`src/psb_port_regs_end.sv`:
```
/*
 holds no logic; the port register block lives in psb_port_regs.sv.
 assumes nothing of its surroundings.
*/

```
`src/psb_pkg.sv`:
```
/*
 shared constants of the per-port link summary and transceiver basic control registers:
 address map, field positions, reset values and code points.
 assumes a 16-bit APB byte address of the form 0xNooo, N being the switch port number.
*/
// Contract
// [RULE1] link summary is 8-bit read-only at 0xN030, for ports 1-4 and 7
// [RULE2] transceiver ports: bits 4:3 give actual speed, 00=10, 01=100, 10=1000
// [RULE3] external MAC port: speed field copies ext_if_control_1 bit 6, ext_if_control_0 bit 4
// [RULE4] bit 2 is duplex, 1 full; actual on transceivers, ext_if_control_0 bit 6 otherwise
// [RULE5] external MAC port: bit 1 copies transmit_pause enable, ext_if_control_0 bit 5
// [RULE6] external MAC port: bit 0 copies receive_pause enable, ext_if_control_0 bit 3
// [RULE7] transceiver pause bits need advertised pause, link up and negotiated pause
// [RULE8] space 0xN100-0xN1FF exists only on ports with a transceiver
// [RULE9] basic control is 16 bits at 0xN100-0xN101, ports 1-4
// [RULE10] bit 15 resets transceiver logic, registers kept, then clears itself
// [RULE11] bit 14 loops egress frames back into the fabric
// [RULE12] forced speed bit 13 and duplex bit 8 ignored while negotiation enabled
// [RULE13] negotiation enable bit 12 starts from a strap, software may change it
// [RULE14] bit 11 powers the transceiver down; link status may then go stale
// [RULE15] software treats link as down while power-down is set
// [RULE16] power-down going 1 to 0 triggers an internal transceiver reset
// [RULE17] software waits 1ms after clearing power-down before any access
// [RULE18] bit 10 isolates the transceiver from the switch core
// [RULE19] bit 9 restarts negotiation and clears itself once taken
// [RULE20] forced speed and negotiation enable reset values come from sampled straps
// [RULE21] self_clearing bits read 1 until the transceiver accepts, then 0
package psb_pkg;
   localparam int ADDR_W = 16;
   localparam int DATA_W = 32;
   localparam int STRB_W = 4;
   localparam int N_PHY = 4;
   localparam int PORT_W = 4;
   localparam int OFFS_W = 12;
   localparam int STAT_W = 8;
   localparam int CTRL_W = 16;

   localparam logic [PORT_W-1:0] PHY_PORT_FIRST = 4'h1;
   localparam logic [PORT_W-1:0] PHY_PORT_LAST = 4'h4;
   localparam logic [PORT_W-1:0] EXT_PORT = 4'h7;

   localparam logic [OFFS_W-1:0] STAT_OFFS = 12'h030;
   localparam logic [OFFS_W-1:0] CTRL_OFFS = 12'h100;
   localparam logic [3:0] PHY_SPACE_PAGE = 4'h1;

   // link summary fields
   localparam int ST_SPEED_LO = 3;
   localparam int ST_DUPLEX = 2;
   localparam int ST_TX_PAUSE = 1;
   localparam int ST_RX_PAUSE = 0;
   localparam logic [1:0] SPEED_10 = 2'h0;
   localparam logic [1:0] SPEED_100 = 2'h1;
   localparam logic [1:0] SPEED_1000 = 2'h2;

   // ext_if_control source bits
   localparam int EXT1_SPEED_BIT = 6;
   localparam int EXT0_SPEED_BIT = 4;
   localparam int EXT0_DUPLEX_BIT = 6;
   localparam int EXT0_TX_PAUSE_BIT = 5;
   localparam int EXT0_RX_PAUSE_BIT = 3;

   // basic control fields
   localparam int BC_RESET = 15;
   localparam int BC_LOOPBACK = 14;
   localparam int BC_SPEED = 13;
   localparam int BC_AN_EN = 12;
   localparam int BC_POWER_DOWN = 11;
   localparam int BC_ISOLATE = 10;
   localparam int BC_AN_RESTART = 9;
   localparam int BC_DUPLEX = 8;
   localparam int BC_HI_LANE = 1;

   localparam logic RST_LOOPBACK = 1'b0;
   localparam logic RST_POWER_DOWN = 1'b0;
   localparam logic RST_ISOLATE = 1'b0;
   localparam logic RST_DUPLEX = 1'b1;
   localparam logic RST_STRAP_BITS = 1'b0;

   localparam logic [1:0] STRAP_SETTLE = 2'h2;
   localparam logic [STAT_W-1:0] STAT_RESET = 8'h00;
endpackage

```
`src/psb_sync.sv`:
```
/*
 two-stage synchroniser for a bus of independent levels.
 assumes each bit changes slowly compared to the clock; no word coherence.
*/
module psb_sync #(
   parameter int WIDTH = 1
) (
   input wire logic clk,
   input wire logic rst_n,
   input wire logic [WIDTH-1:0] d,
   output logic [WIDTH-1:0] q
);
   logic [WIDTH-1:0] meta_reg;
   logic [WIDTH-1:0] sync_reg;

   always_ff @(posedge clk or negedge rst_n) begin
      if (!rst_n) begin
         meta_reg <= '0;
         sync_reg <= '0;
      end else begin
         meta_reg <= d;
         sync_reg <= meta_reg;
      end
   end

   assign q = sync_reg;
endmodule

```
`src/psb_sc_bit.sv`:
```
/*
 one self_clearing request bit: set by software or an event, held until accepted.
 assumes the accept strobe comes from logic on the same clock.
*/
module psb_sc_bit (
   input wire logic clk,
   input wire logic rst_n,
   input wire logic set,
   input wire logic accept,
   output logic q
);
   logic q_reg;
   logic q_next;

   // set wins over a coinciding accept
   always_comb begin
      q_next = set | (q_reg & ~accept); // RULE21
   end

   always_ff @(posedge clk or negedge rst_n) begin
      if (!rst_n) begin
         q_reg <= 1'b0;
      end else begin
         q_reg <= q_next;
      end
   end

   assign q = q_reg;
endmodule

```
`src/psb_port_regs.sv`:
```
/*
 per-port link summary registers and transceiver basic control registers behind an
 APB slave, with the control outputs that steer the four transceivers.
 assumes transceiver status levels arrive asynchronously, the ext_if_control values,
 pause advertisement and accept strobes come from logic on SYS_CLK, and straps are pins.
*/
// The register offsets and the APB slave port were left to the implementer.
module psb_port_regs (
   input wire logic SYS_CLK,
   input wire logic RESET_N,
   input wire logic PSEL,
   input wire logic PENABLE,
   input wire logic PWRITE,
   input wire logic [psb_pkg::ADDR_W-1:0] PADDR,
   input wire logic [psb_pkg::DATA_W-1:0] PWDATA,
   input wire logic [psb_pkg::STRB_W-1:0] PSTRB,
   output logic [psb_pkg::DATA_W-1:0] PRDATA,
   output logic PREADY,
   output logic PSLVERR,
   input wire logic [psb_pkg::N_PHY-1:0] PHY_LINK_UP,
   input wire logic [psb_pkg::N_PHY-1:0] PHY_SPEED_100,
   input wire logic [psb_pkg::N_PHY-1:0] PHY_FULL_DUPLEX,
   input wire logic [psb_pkg::N_PHY-1:0] PHY_AN_TX_PAUSE,
   input wire logic [psb_pkg::N_PHY-1:0] PHY_AN_RX_PAUSE,
   input wire logic [2*psb_pkg::N_PHY-1:0] PHY_ADV_PAUSE,
   input wire logic [7:0] EXT_IF_CONTROL_0,
   input wire logic [7:0] EXT_IF_CONTROL_1,
   input wire logic [psb_pkg::N_PHY-1:0] STRAP_AN_ENABLE,
   input wire logic [psb_pkg::N_PHY-1:0] STRAP_SPEED_100,
   input wire logic [psb_pkg::N_PHY-1:0] PHY_RESET_ACCEPT,
   input wire logic [psb_pkg::N_PHY-1:0] PHY_RESTART_ACCEPT,
   output logic [psb_pkg::N_PHY-1:0] PHY_SOFT_RESET,
   output logic [psb_pkg::N_PHY-1:0] PHY_AN_RESTART,
   output logic [psb_pkg::N_PHY-1:0] PHY_LOOPBACK,
   output logic [psb_pkg::N_PHY-1:0] PHY_AN_ENABLE,
   output logic [psb_pkg::N_PHY-1:0] PHY_FORCE_100,
   output logic [psb_pkg::N_PHY-1:0] PHY_FORCE_FULL,
   output logic [psb_pkg::N_PHY-1:0] PHY_POWER_DOWN,
   output logic [psb_pkg::N_PHY-1:0] PHY_ISOLATE
);
   import psb_pkg::*;

   localparam int N_PORTS = N_PHY + 1;
   localparam int SYNC_W = 5 * N_PHY;

   // synchronised inputs
   logic [SYNC_W-1:0] phy_raw;
   logic [SYNC_W-1:0] phy_sync;
   logic [N_PHY-1:0] link_s;
   logic [N_PHY-1:0] spd_s;
   logic [N_PHY-1:0] full_s;
   logic [N_PHY-1:0] antx_s;
   logic [N_PHY-1:0] anrx_s;
   logic [2*N_PHY-1:0] strap_sync;

   assign phy_raw = {PHY_AN_RX_PAUSE, PHY_AN_TX_PAUSE, PHY_FULL_DUPLEX, PHY_SPEED_100,
                     PHY_LINK_UP};

   psb_sync #(.WIDTH(SYNC_W)) u_phy_sync (
      .clk(SYS_CLK),
      .rst_n(RESET_N),
      .d(phy_raw),
      .q(phy_sync)
   );

   psb_sync #(.WIDTH(2 * N_PHY)) u_strap_sync (
      .clk(SYS_CLK),
      .rst_n(RESET_N),
      .d({STRAP_SPEED_100, STRAP_AN_ENABLE}),
      .q(strap_sync)
   );

   assign link_s = phy_sync[N_PHY-1:0];
   assign spd_s = phy_sync[2*N_PHY-1:N_PHY];
   assign full_s = phy_sync[3*N_PHY-1:2*N_PHY];
   assign antx_s = phy_sync[4*N_PHY-1:3*N_PHY];
   assign anrx_s = phy_sync[5*N_PHY-1:4*N_PHY];

   // address decode
   logic [PORT_W-1:0] port_num;
   logic [OFFS_W-1:0] offs;
   logic is_phy_port;
   logic is_ext_port;
   logic [1:0] phy_idx;
   logic hit_stat;
   logic hit_phy_space;
   logic hit_ctrl;
   logic hit_any;
   logic access;
   logic wr_ctrl;

   assign port_num = PADDR[ADDR_W-1:ADDR_W-PORT_W];
   assign offs = PADDR[OFFS_W-1:0];
   assign is_phy_port = (port_num >= PHY_PORT_FIRST) && (port_num <= PHY_PORT_LAST);
   assign is_ext_port = (port_num == EXT_PORT);
   assign phy_idx = 2'(port_num - PHY_PORT_FIRST);
   assign hit_stat = (offs == STAT_OFFS) && (is_phy_port || is_ext_port); // RULE1
   assign hit_phy_space = (offs[OFFS_W-1:8] == PHY_SPACE_PAGE) && is_phy_port; // RULE8
   assign hit_ctrl = hit_phy_space && (offs[7:2] == CTRL_OFFS[7:2]); // RULE9
   assign hit_any = hit_stat || hit_phy_space;
   assign access = PSEL && PENABLE;
   // write lands at the access edge; only the upper lane holds control bits
   assign wr_ctrl = access && PWRITE && hit_ctrl && PSTRB[BC_HI_LANE];

   // strap capture after reset release
   logic [1:0] strap_cnt_reg;
   logic [1:0] strap_cnt_next;
   logic strap_load;

   assign strap_load = (strap_cnt_reg == STRAP_SETTLE);

   always_comb begin
      strap_cnt_next = strap_cnt_reg;
      if (strap_cnt_reg <= STRAP_SETTLE) begin
         strap_cnt_next = strap_cnt_reg + 2'h1;
      end
   end

   always_ff @(posedge SYS_CLK or negedge RESET_N) begin
      if (!RESET_N) begin
         strap_cnt_reg <= 2'h0;
      end else begin
         strap_cnt_reg <= strap_cnt_next;
      end
   end

   // basic control storage
   logic [N_PHY-1:0] loop_reg;
   logic [N_PHY-1:0] loop_next;
   logic [N_PHY-1:0] spd_reg;
   logic [N_PHY-1:0] spd_next;
   logic [N_PHY-1:0] an_reg;
   logic [N_PHY-1:0] an_next;
   logic [N_PHY-1:0] pd_reg;
   logic [N_PHY-1:0] pd_next;
   logic [N_PHY-1:0] iso_reg;
   logic [N_PHY-1:0] iso_next;
   logic [N_PHY-1:0] dup_reg;
   logic [N_PHY-1:0] dup_next;
   logic [N_PHY-1:0] rst_set;
   logic [N_PHY-1:0] rstrt_set;
   logic [N_PHY-1:0] rst_q;
   logic [N_PHY-1:0] rstrt_q;

   always_comb begin
      loop_next = loop_reg;
      spd_next = spd_reg;
      an_next = an_reg;
      pd_next = pd_reg;
      iso_next = iso_reg;
      dup_next = dup_reg;
      for (int i = 0; i < N_PHY; i++) begin
         if (wr_ctrl && (phy_idx == 2'(i))) begin
            loop_next[i] = PWDATA[BC_LOOPBACK]; // RULE11
            spd_next[i] = PWDATA[BC_SPEED];
            an_next[i] = PWDATA[BC_AN_EN]; // RULE13
            pd_next[i] = PWDATA[BC_POWER_DOWN]; // RULE14
            iso_next[i] = PWDATA[BC_ISOLATE]; // RULE18
            dup_next[i] = PWDATA[BC_DUPLEX];
         end
      end
      // straps settle once, right after release
      if (strap_load) begin
         an_next = strap_sync[N_PHY-1:0]; // RULE20 RULE13
         spd_next = strap_sync[2*N_PHY-1:N_PHY]; // RULE20
      end
   end

   always_ff @(posedge SYS_CLK or negedge RESET_N) begin
      if (!RESET_N) begin
         loop_reg <= {N_PHY{RST_LOOPBACK}};
         spd_reg <= {N_PHY{RST_STRAP_BITS}};
         an_reg <= {N_PHY{RST_STRAP_BITS}};
         pd_reg <= {N_PHY{RST_POWER_DOWN}};
         iso_reg <= {N_PHY{RST_ISOLATE}};
         dup_reg <= {N_PHY{RST_DUPLEX}};
      end else begin
         loop_reg <= loop_next;
         spd_reg <= spd_next;
         an_reg <= an_next;
         pd_reg <= pd_next;
         iso_reg <= iso_next;
         dup_reg <= dup_next;
      end
   end

   // self_clearing requests
   always_comb begin
      for (int i = 0; i < N_PHY; i++) begin
         // software reset, or wake from power-down
         rst_set[i] = (wr_ctrl && (phy_idx == 2'(i)) && PWDATA[BC_RESET]) // RULE10
                      || (pd_reg[i] && !pd_next[i]); // RULE16
         rstrt_set[i] = wr_ctrl && (phy_idx == 2'(i)) && PWDATA[BC_AN_RESTART]; // RULE19
      end
   end

   genvar g;
   generate
      for (g = 0; g < N_PHY; g++) begin : g_sc
         psb_sc_bit u_rst (
            .clk(SYS_CLK),
            .rst_n(RESET_N),
            .set(rst_set[g]),
            .accept(PHY_RESET_ACCEPT[g]),
            .q(rst_q[g])
         );
         psb_sc_bit u_rstrt (
            .clk(SYS_CLK),
            .rst_n(RESET_N),
            .set(rstrt_set[g]),
            .accept(PHY_RESTART_ACCEPT[g]),
            .q(rstrt_q[g])
         );
      end
   endgenerate

   // effective forced mode
   logic [N_PHY-1:0] frc100_reg;
   logic [N_PHY-1:0] frc100_next;
   logic [N_PHY-1:0] frcfull_reg;
   logic [N_PHY-1:0] frcfull_next;

   always_comb begin
      // forced values only count with negotiation off
      frc100_next = spd_reg & ~an_reg; // RULE12
      frcfull_next = dup_reg & ~an_reg; // RULE12
   end

   always_ff @(posedge SYS_CLK or negedge RESET_N) begin
      if (!RESET_N) begin
         frc100_reg <= '0;
         frcfull_reg <= '0;
      end else begin
         frc100_reg <= frc100_next;
         frcfull_reg <= frcfull_next;
      end
   end

   // link summary
   logic [STAT_W-1:0] stat_reg [N_PORTS];
   logic [STAT_W-1:0] stat_next [N_PORTS];

   always_comb begin
      for (int i = 0; i < N_PHY; i++) begin
         stat_next[i] = STAT_RESET;
         stat_next[i][ST_SPEED_LO+:2] = spd_s[i] ? SPEED_100 : SPEED_10; // RULE2
         stat_next[i][ST_DUPLEX] = full_s[i]; // RULE4
         stat_next[i][ST_TX_PAUSE] = (|PHY_ADV_PAUSE[2*i+:2]) && link_s[i]
                                     && antx_s[i]; // RULE7
         stat_next[i][ST_RX_PAUSE] = (|PHY_ADV_PAUSE[2*i+:2]) && link_s[i]
                                     && anrx_s[i]; // RULE7
         // powered down: hold last summary
         if (pd_reg[i]) begin
            stat_next[i] = stat_reg[i]; // RULE14
         end
      end
      stat_next[N_PHY] = STAT_RESET;
      stat_next[N_PHY][ST_SPEED_LO+:2] = {EXT_IF_CONTROL_1[EXT1_SPEED_BIT],
                                          EXT_IF_CONTROL_0[EXT0_SPEED_BIT]}; // RULE3
      stat_next[N_PHY][ST_DUPLEX] = EXT_IF_CONTROL_0[EXT0_DUPLEX_BIT]; // RULE4
      stat_next[N_PHY][ST_TX_PAUSE] = EXT_IF_CONTROL_0[EXT0_TX_PAUSE_BIT]; // RULE5
      stat_next[N_PHY][ST_RX_PAUSE] = EXT_IF_CONTROL_0[EXT0_RX_PAUSE_BIT]; // RULE6
   end

   always_ff @(posedge SYS_CLK or negedge RESET_N) begin
      if (!RESET_N) begin
         for (int i = 0; i < N_PORTS; i++) begin
            stat_reg[i] <= STAT_RESET;
         end
      end else begin
         for (int i = 0; i < N_PORTS; i++) begin
            stat_reg[i] <= stat_next[i];
         end
      end
   end

   // APB read path and error
   logic [DATA_W-1:0] rdata_reg;
   logic [DATA_W-1:0] rdata_next;
   logic err_reg;
   logic err_next;
   logic [CTRL_W-1:0] ctrl_view;

   always_comb begin
      ctrl_view = '0;
      ctrl_view[BC_RESET] = rst_q[phy_idx]; // RULE21
      ctrl_view[BC_LOOPBACK] = loop_reg[phy_idx];
      ctrl_view[BC_SPEED] = spd_reg[phy_idx];
      ctrl_view[BC_AN_EN] = an_reg[phy_idx];
      ctrl_view[BC_POWER_DOWN] = pd_reg[phy_idx];
      ctrl_view[BC_ISOLATE] = iso_reg[phy_idx];
      ctrl_view[BC_AN_RESTART] = rstrt_q[phy_idx]; // RULE21
      ctrl_view[BC_DUPLEX] = dup_reg[phy_idx];
   end

   // answer prepared in setup, stable through access
   always_comb begin
      rdata_next = rdata_reg;
      err_next = err_reg;
      if (PSEL && !PENABLE) begin
         rdata_next = '0;
         err_next = !hit_any;
         if (!PWRITE && hit_stat) begin
            if (is_ext_port) begin
               rdata_next[STAT_W-1:0] = stat_reg[N_PHY]; // RULE1
            end else begin
               rdata_next[STAT_W-1:0] = stat_reg[phy_idx]; // RULE1
            end
         end else if (!PWRITE && hit_ctrl) begin
            rdata_next[CTRL_W-1:0] = ctrl_view; // RULE9
         end
      end
   end

   always_ff @(posedge SYS_CLK or negedge RESET_N) begin
      if (!RESET_N) begin
         rdata_reg <= '0;
         err_reg <= 1'b0;
      end else begin
         rdata_reg <= rdata_next;
         err_reg <= err_next;
      end
   end

   assign PRDATA = rdata_reg;
   assign PREADY = 1'b1;
   assign PSLVERR = access && err_reg;

   // transceiver controls
   assign PHY_SOFT_RESET = rst_q; // RULE10
   assign PHY_AN_RESTART = rstrt_q; // RULE19
   assign PHY_LOOPBACK = loop_reg; // RULE11
   assign PHY_AN_ENABLE = an_reg;
   assign PHY_FORCE_100 = frc100_reg;
   assign PHY_FORCE_FULL = frcfull_reg;
   assign PHY_POWER_DOWN = pd_reg; // RULE14
   assign PHY_ISOLATE = iso_reg; // RULE18
endmodule

```
`config.mk`:
```
export PLATFORM = sky130hd
export DESIGN_NAME = psb_port_regs
export DESIGN_NICKNAME = d
export VERILOG_FILES = /design/src/psb_port_regs_end.sv /design/src/psb_pkg.sv /design/src/psb_sync.sv /design/src/psb_sc_bit.sv /design/src/psb_port_regs.sv
export SDC_FILE = /design/constraint.sdc
export NUM_CORES = 1
export LEC_CHECK = 0
export ABC_AREA = 0
export BUFFER_PORTS_ARGS = -buffer_cell sky130_fd_sc_hd__buf_2
export CORE_ASPECT_RATIO = 1.5
export CORE_UTILIZATION = 45
export CTS_BUF_LIST = sky130_fd_sc_hd__clkbuf_8 sky130_fd_sc_hd__clkbuf_16
export CTS_CLUSTER_DIAMETER = 50
export DETAILED_ROUTE_END_ITERATION = 8
export PLACE_DENSITY_LB_ADDON = 0.15
export SLEW_MARGIN = 20
export SYNTH_ARGS = -nofsm -noshare
export SYNTH_HDL_FRONTEND = slang
export SYNTH_SLANG_ARGS = --single-unit
```
`constraint.sdc`:
```
create_clock -name SYS_CLK -period 1.2 [get_ports SYS_CLK]
set_clock_uncertainty 0.1 [all_clocks]
set_input_delay 0.18 -clock SYS_CLK [delete_from_list [all_inputs] [get_ports SYS_CLK]]
set_output_delay 0.18 -clock SYS_CLK [all_outputs]
set_load 0.01 [all_outputs]
```
==> impl_metrics.json <==
{
  "wl_per_cell_um": 16.83,
  "vias": 4117,
  "synth_top_area_share": 0.6044,
  "crit_fanout": 5,
  "rows": 48,
  "via_per_inst": 4.954,
  "seq_area_mm2": 0.003333,
  "root_buffer": "clkbuf_16",
  "core_mm2": 0.01153,
  "grt_first_pass_wirelength_um": 21350,
  "powerDensity_mw_per_mm2": 1308,
  "rsz0062_at_grt": "true",
  "largest_register_ffs": 21,
  "die-area_mm2": 0.01232,
  "syn_inst": 402,
  "gp_congestion": 0.8420,
  "clk_pin_slew_ns": 0.06,
  "fin_nets": 795,
  "peakVddDrop_v": 0.001644,
  "grt_max_degree": 51,
  "cts.sinks": 133,
  "die_w_um": 90.96,
  "crit_required_ns": 1.43,
  "synth-compound-area-share": 0.08691,
  "first_pass_iters": 4,
  "ys.flop_type": "dfrtp_1",
  "synth_top_area_cell": "dfrtp_1",
  "fin_hold_ws_ns": 0.07674,
  "clock_path_buffers": 2,
  "synth_common_cells": "129 x dfrtp_1, 30 x nand2_1, 29 x buf_4",
  "area_growth_pct": 58.47,
  "grt_pass1_vias": 4201,
  "crit_family": "simple AND/OR/NAND/NOR gates",
  "fmax_mhz": 662.9,
  "postRouteAntennaNets": 0,
  "synth_xor_area_frac": 0.001640,
  "synth_top_family_by_area": "multiplexers",
  "die-height_um": 135.4,
  "violations": "negative setup slack",
  "finalWirelength_um": 13990,
  "synthMuxAreaShare": 0.1003,
  "setup_ws_ns": -0.3086,
  "syn_area_mm2": 0.005341,
  "synthMostInstantiatedCell": "dfrtp_1",
  "clk_latency_ns": 0.42,
  "grt-ovfl-total": 0,
  "portBuffers": 124,
  "slowest_stage": "or4_4",
  "power_leakage_nw": 4.074,
  "synth_cell_types": 44,
  "ys_async_sr_fraction": 1.000,
  "drv_slew": 0,
  "yosysSeqAreaShare": 0.6240,
  "crit_type": "input pin to register",
  "maxCapViolations": 0,
  "critPathArrivalTime_ns": 1.74,
  "status": "complete, but fails checks",
  "finalSetupViolCount": 77,
  "ys_seq_elements": 133,
  "dp_slack_ns": -0.8660,
  "worstSetupEndpointType": "register",
  "path_buf_inv": 2,
  "dr.first_iter.drc_count": 177,
  "drive_above_1_share": 0.5081,
  "cts_tree": "built",
  "finalHoldViolCount": 0,
  "yosys-top-cells-area": "dfrtp_1 60%, mux4_2 5.1%, buf_4 4.1%",
  "synth_adder_area_share": 0.02108,
  "stdcell_count": 831,
  "h-tree-depth": 4,
  "synth-simple-area-share": 0.09487,
  "period_needed_ns": 1.509,
  "post-place-cells": 722,
  "io-pin-count": 183,
  "ys_warn_count": 0,
  "antenna_found_initial": 0,
  "cp_cell_sequence": "buf_8 > inv_6 > ha_4 > nor3b_4 > or4_1 > or4_4 > o31ai_4",
  "final.period_utilization": 1.257,
  "syn_area_per_cell_um2": 13.29,
  "cts-buffers-inserted": 17,
  "max_stage_delay_ns": 0.48,
  "antenna_cells": 0,
  "dp_hpwl_um": 8492,
  "multi_input_area_mm2": 0.001987,
  "synth-edff-count": 0,
  "cp-start-kind": "input pin",
  "drc_errors": 0,
  "fillers": 761,
  "start_util": 0.4632,
  "grt_util_all_layers": 0.2341,
  "hp-class": "input pin to asynchronous set/reset pin"
}
[logic make-up after synthesis]
kind of cell    count (synthesis)
fa+ha+maj                       9
simple gates                   82
mux                            36
compound gates                 75
flops                         133
buf+inv                        64
other cells                     2
xor+xnor                        1
[path summary, 6_finish.rpt]
| check | startpoint | endpoint | slack [ns] | depth (start not counted) |
|---|---|---|---|---|
| hold / removal | RESET_N | PHY_ISOLATE[1] | 0.08 | 2 |
| hold reg to reg | u_phy_sync.meta_reg[2] | u_phy_sync.q[2] | 0.25 | 0 |
| max in group asynchronous | RESET_N | u_phy_sync.meta_reg[11] | 0.40 | 3 |
| min in group SYS_CLK | PHY_ADV_PAUSE[6] | stat_reg[9] | 0.08 | 4 |
| setup reg to reg | PHY_LOOPBACK[3] | PRDATA[14] | -0.16 | 4 |
| setup / recovery | PADDR[13] | PRDATA[4] | -0.31 | 7 |
[cell type report]
type | instances | area share
Clock buffer | 18 | 0.05188
Clock inverter | 13 | 0.02173
Inverter | 22 | 0.01123
Multi-Input combinational cell | 223 | 0.2347
Sequential cell | 133 | 0.3938
Tap cell | 150 | 0.02217
Timing Repair Buffer | 272 | 0.2644
[per-layer routing]
layer  vias to the layer above  part of all wire  GRT usage
li1                       1886                 -          -
met1                      2014              0.39     0.2675
met2                       178              0.52     0.4125
met3                        39             0.060    0.05387
met4                         0             0.035     0.1155
met5                         -                 0          0
[metrics by stage]
step	power, mW	TNS, ns	cell area [um^2]	utilization
final	11.07	-10.88	8464	0.7340
after global routing	11.41	-13.57	8464	0.7340
after CTS	11.09	-10.10	8192	0.7104
after detailed placement	5.471	-32.74	6550	0.5680
after global placement	5.451	-31.61	6550	0.5680
after floorplan	5.075	-25.03	5466	-
[power by group]
group          leakage, nW  switching [mW]  internal (mW)  total (mW)
registers             1.64          0.0565           4.64        4.70
logic                 2.13           0.430          0.483       0.913
clock network        0.297            1.94           3.51        5.46
total                 4.07            2.43           8.64        11.1
[placed cells by master (no fill, tap or decap), types with 2 or more instances in the layout]
| master | netlist | routed |
|---|---|---|
| ha_2 | 0 | 2 |
| o21ai_0 | 26 | 10 |
| and3_1 | 9 | 9 |
| clkbuf_16 | 0 | 17 |
| buf_12 | 0 | 5 |
| dfstp_2 | 4 | 4 |
| a31oi_4 | 0 | 5 |
| nand2b_1 | 2 | 2 |
| a31oi_2 | 0 | 2 |
| clkinv_4 | 0 | 2 |
| inv_6 | 0 | 2 |
| buf_6 | 3 | 59 |
| buf_2 | 1 | 97 |
| nand4_4 | 2 | 2 |
| o21a_1 | 4 | 4 |
| a21oi_2 | 0 | 3 |
| dfrtp_1 | 129 | 129 |
| o21ai_1 | 4 | 6 |
| or4_4 | 1 | 3 |
| dlygate4sd3_1 | 0 | 47 |
| inv_1 | 22 | 22 |
| a31oi_1 | 9 | 2 |
| o22ai_2 | 0 | 6 |
| mux2_4 | 0 | 10 |
| ha_1 | 9 | 5 |
| nand2_1 | 30 | 30 |
| clkinvlp_4 | 0 | 4 |
| buf_8 | 0 | 5 |
| o22ai_1 | 8 | 2 |
| mux2i_1 | 4 | 4 |
| a21oi_1 | 12 | 9 |
| mux2_2 | 18 | 10 |
| nand4_1 | 8 | 8 |
| ha_4 | 0 | 2 |
| conb_1 | 2 | 20 |
| buf_4 | 29 | 59 |
| bufinv_16 | 0 | 4 |
| mux4_2 | 12 | 12 |
| o21ai_2 | 8 | 22 |
| nor2b_1 | 17 | 17 |
[worst reg2reg max path: cells and delay by family (launching register included)]
kind                   cells  cell delay (ns)
buffers and inverters      2             0.24
AO/OA/AOI/OAI              1             0.06
flip-flops                 1             0.40
multiplexers               1             0.46
[timing repair]
| action | in CTS | in global routing |
|---|---|---|
| pin swaps | 7 | 25 |
| gates resized for setup | 100 | 46 |
| buffers inserted | 19 | 14 |
| hold buffers | 47 | 0 |
| setup endpoints to repair | 85 | 95 |
| endpoints found under the hold margin | 186 | 0 |
| gates cloned | 0 | 1 |
No activity file was read; power rests on OpenSTA's default activity.
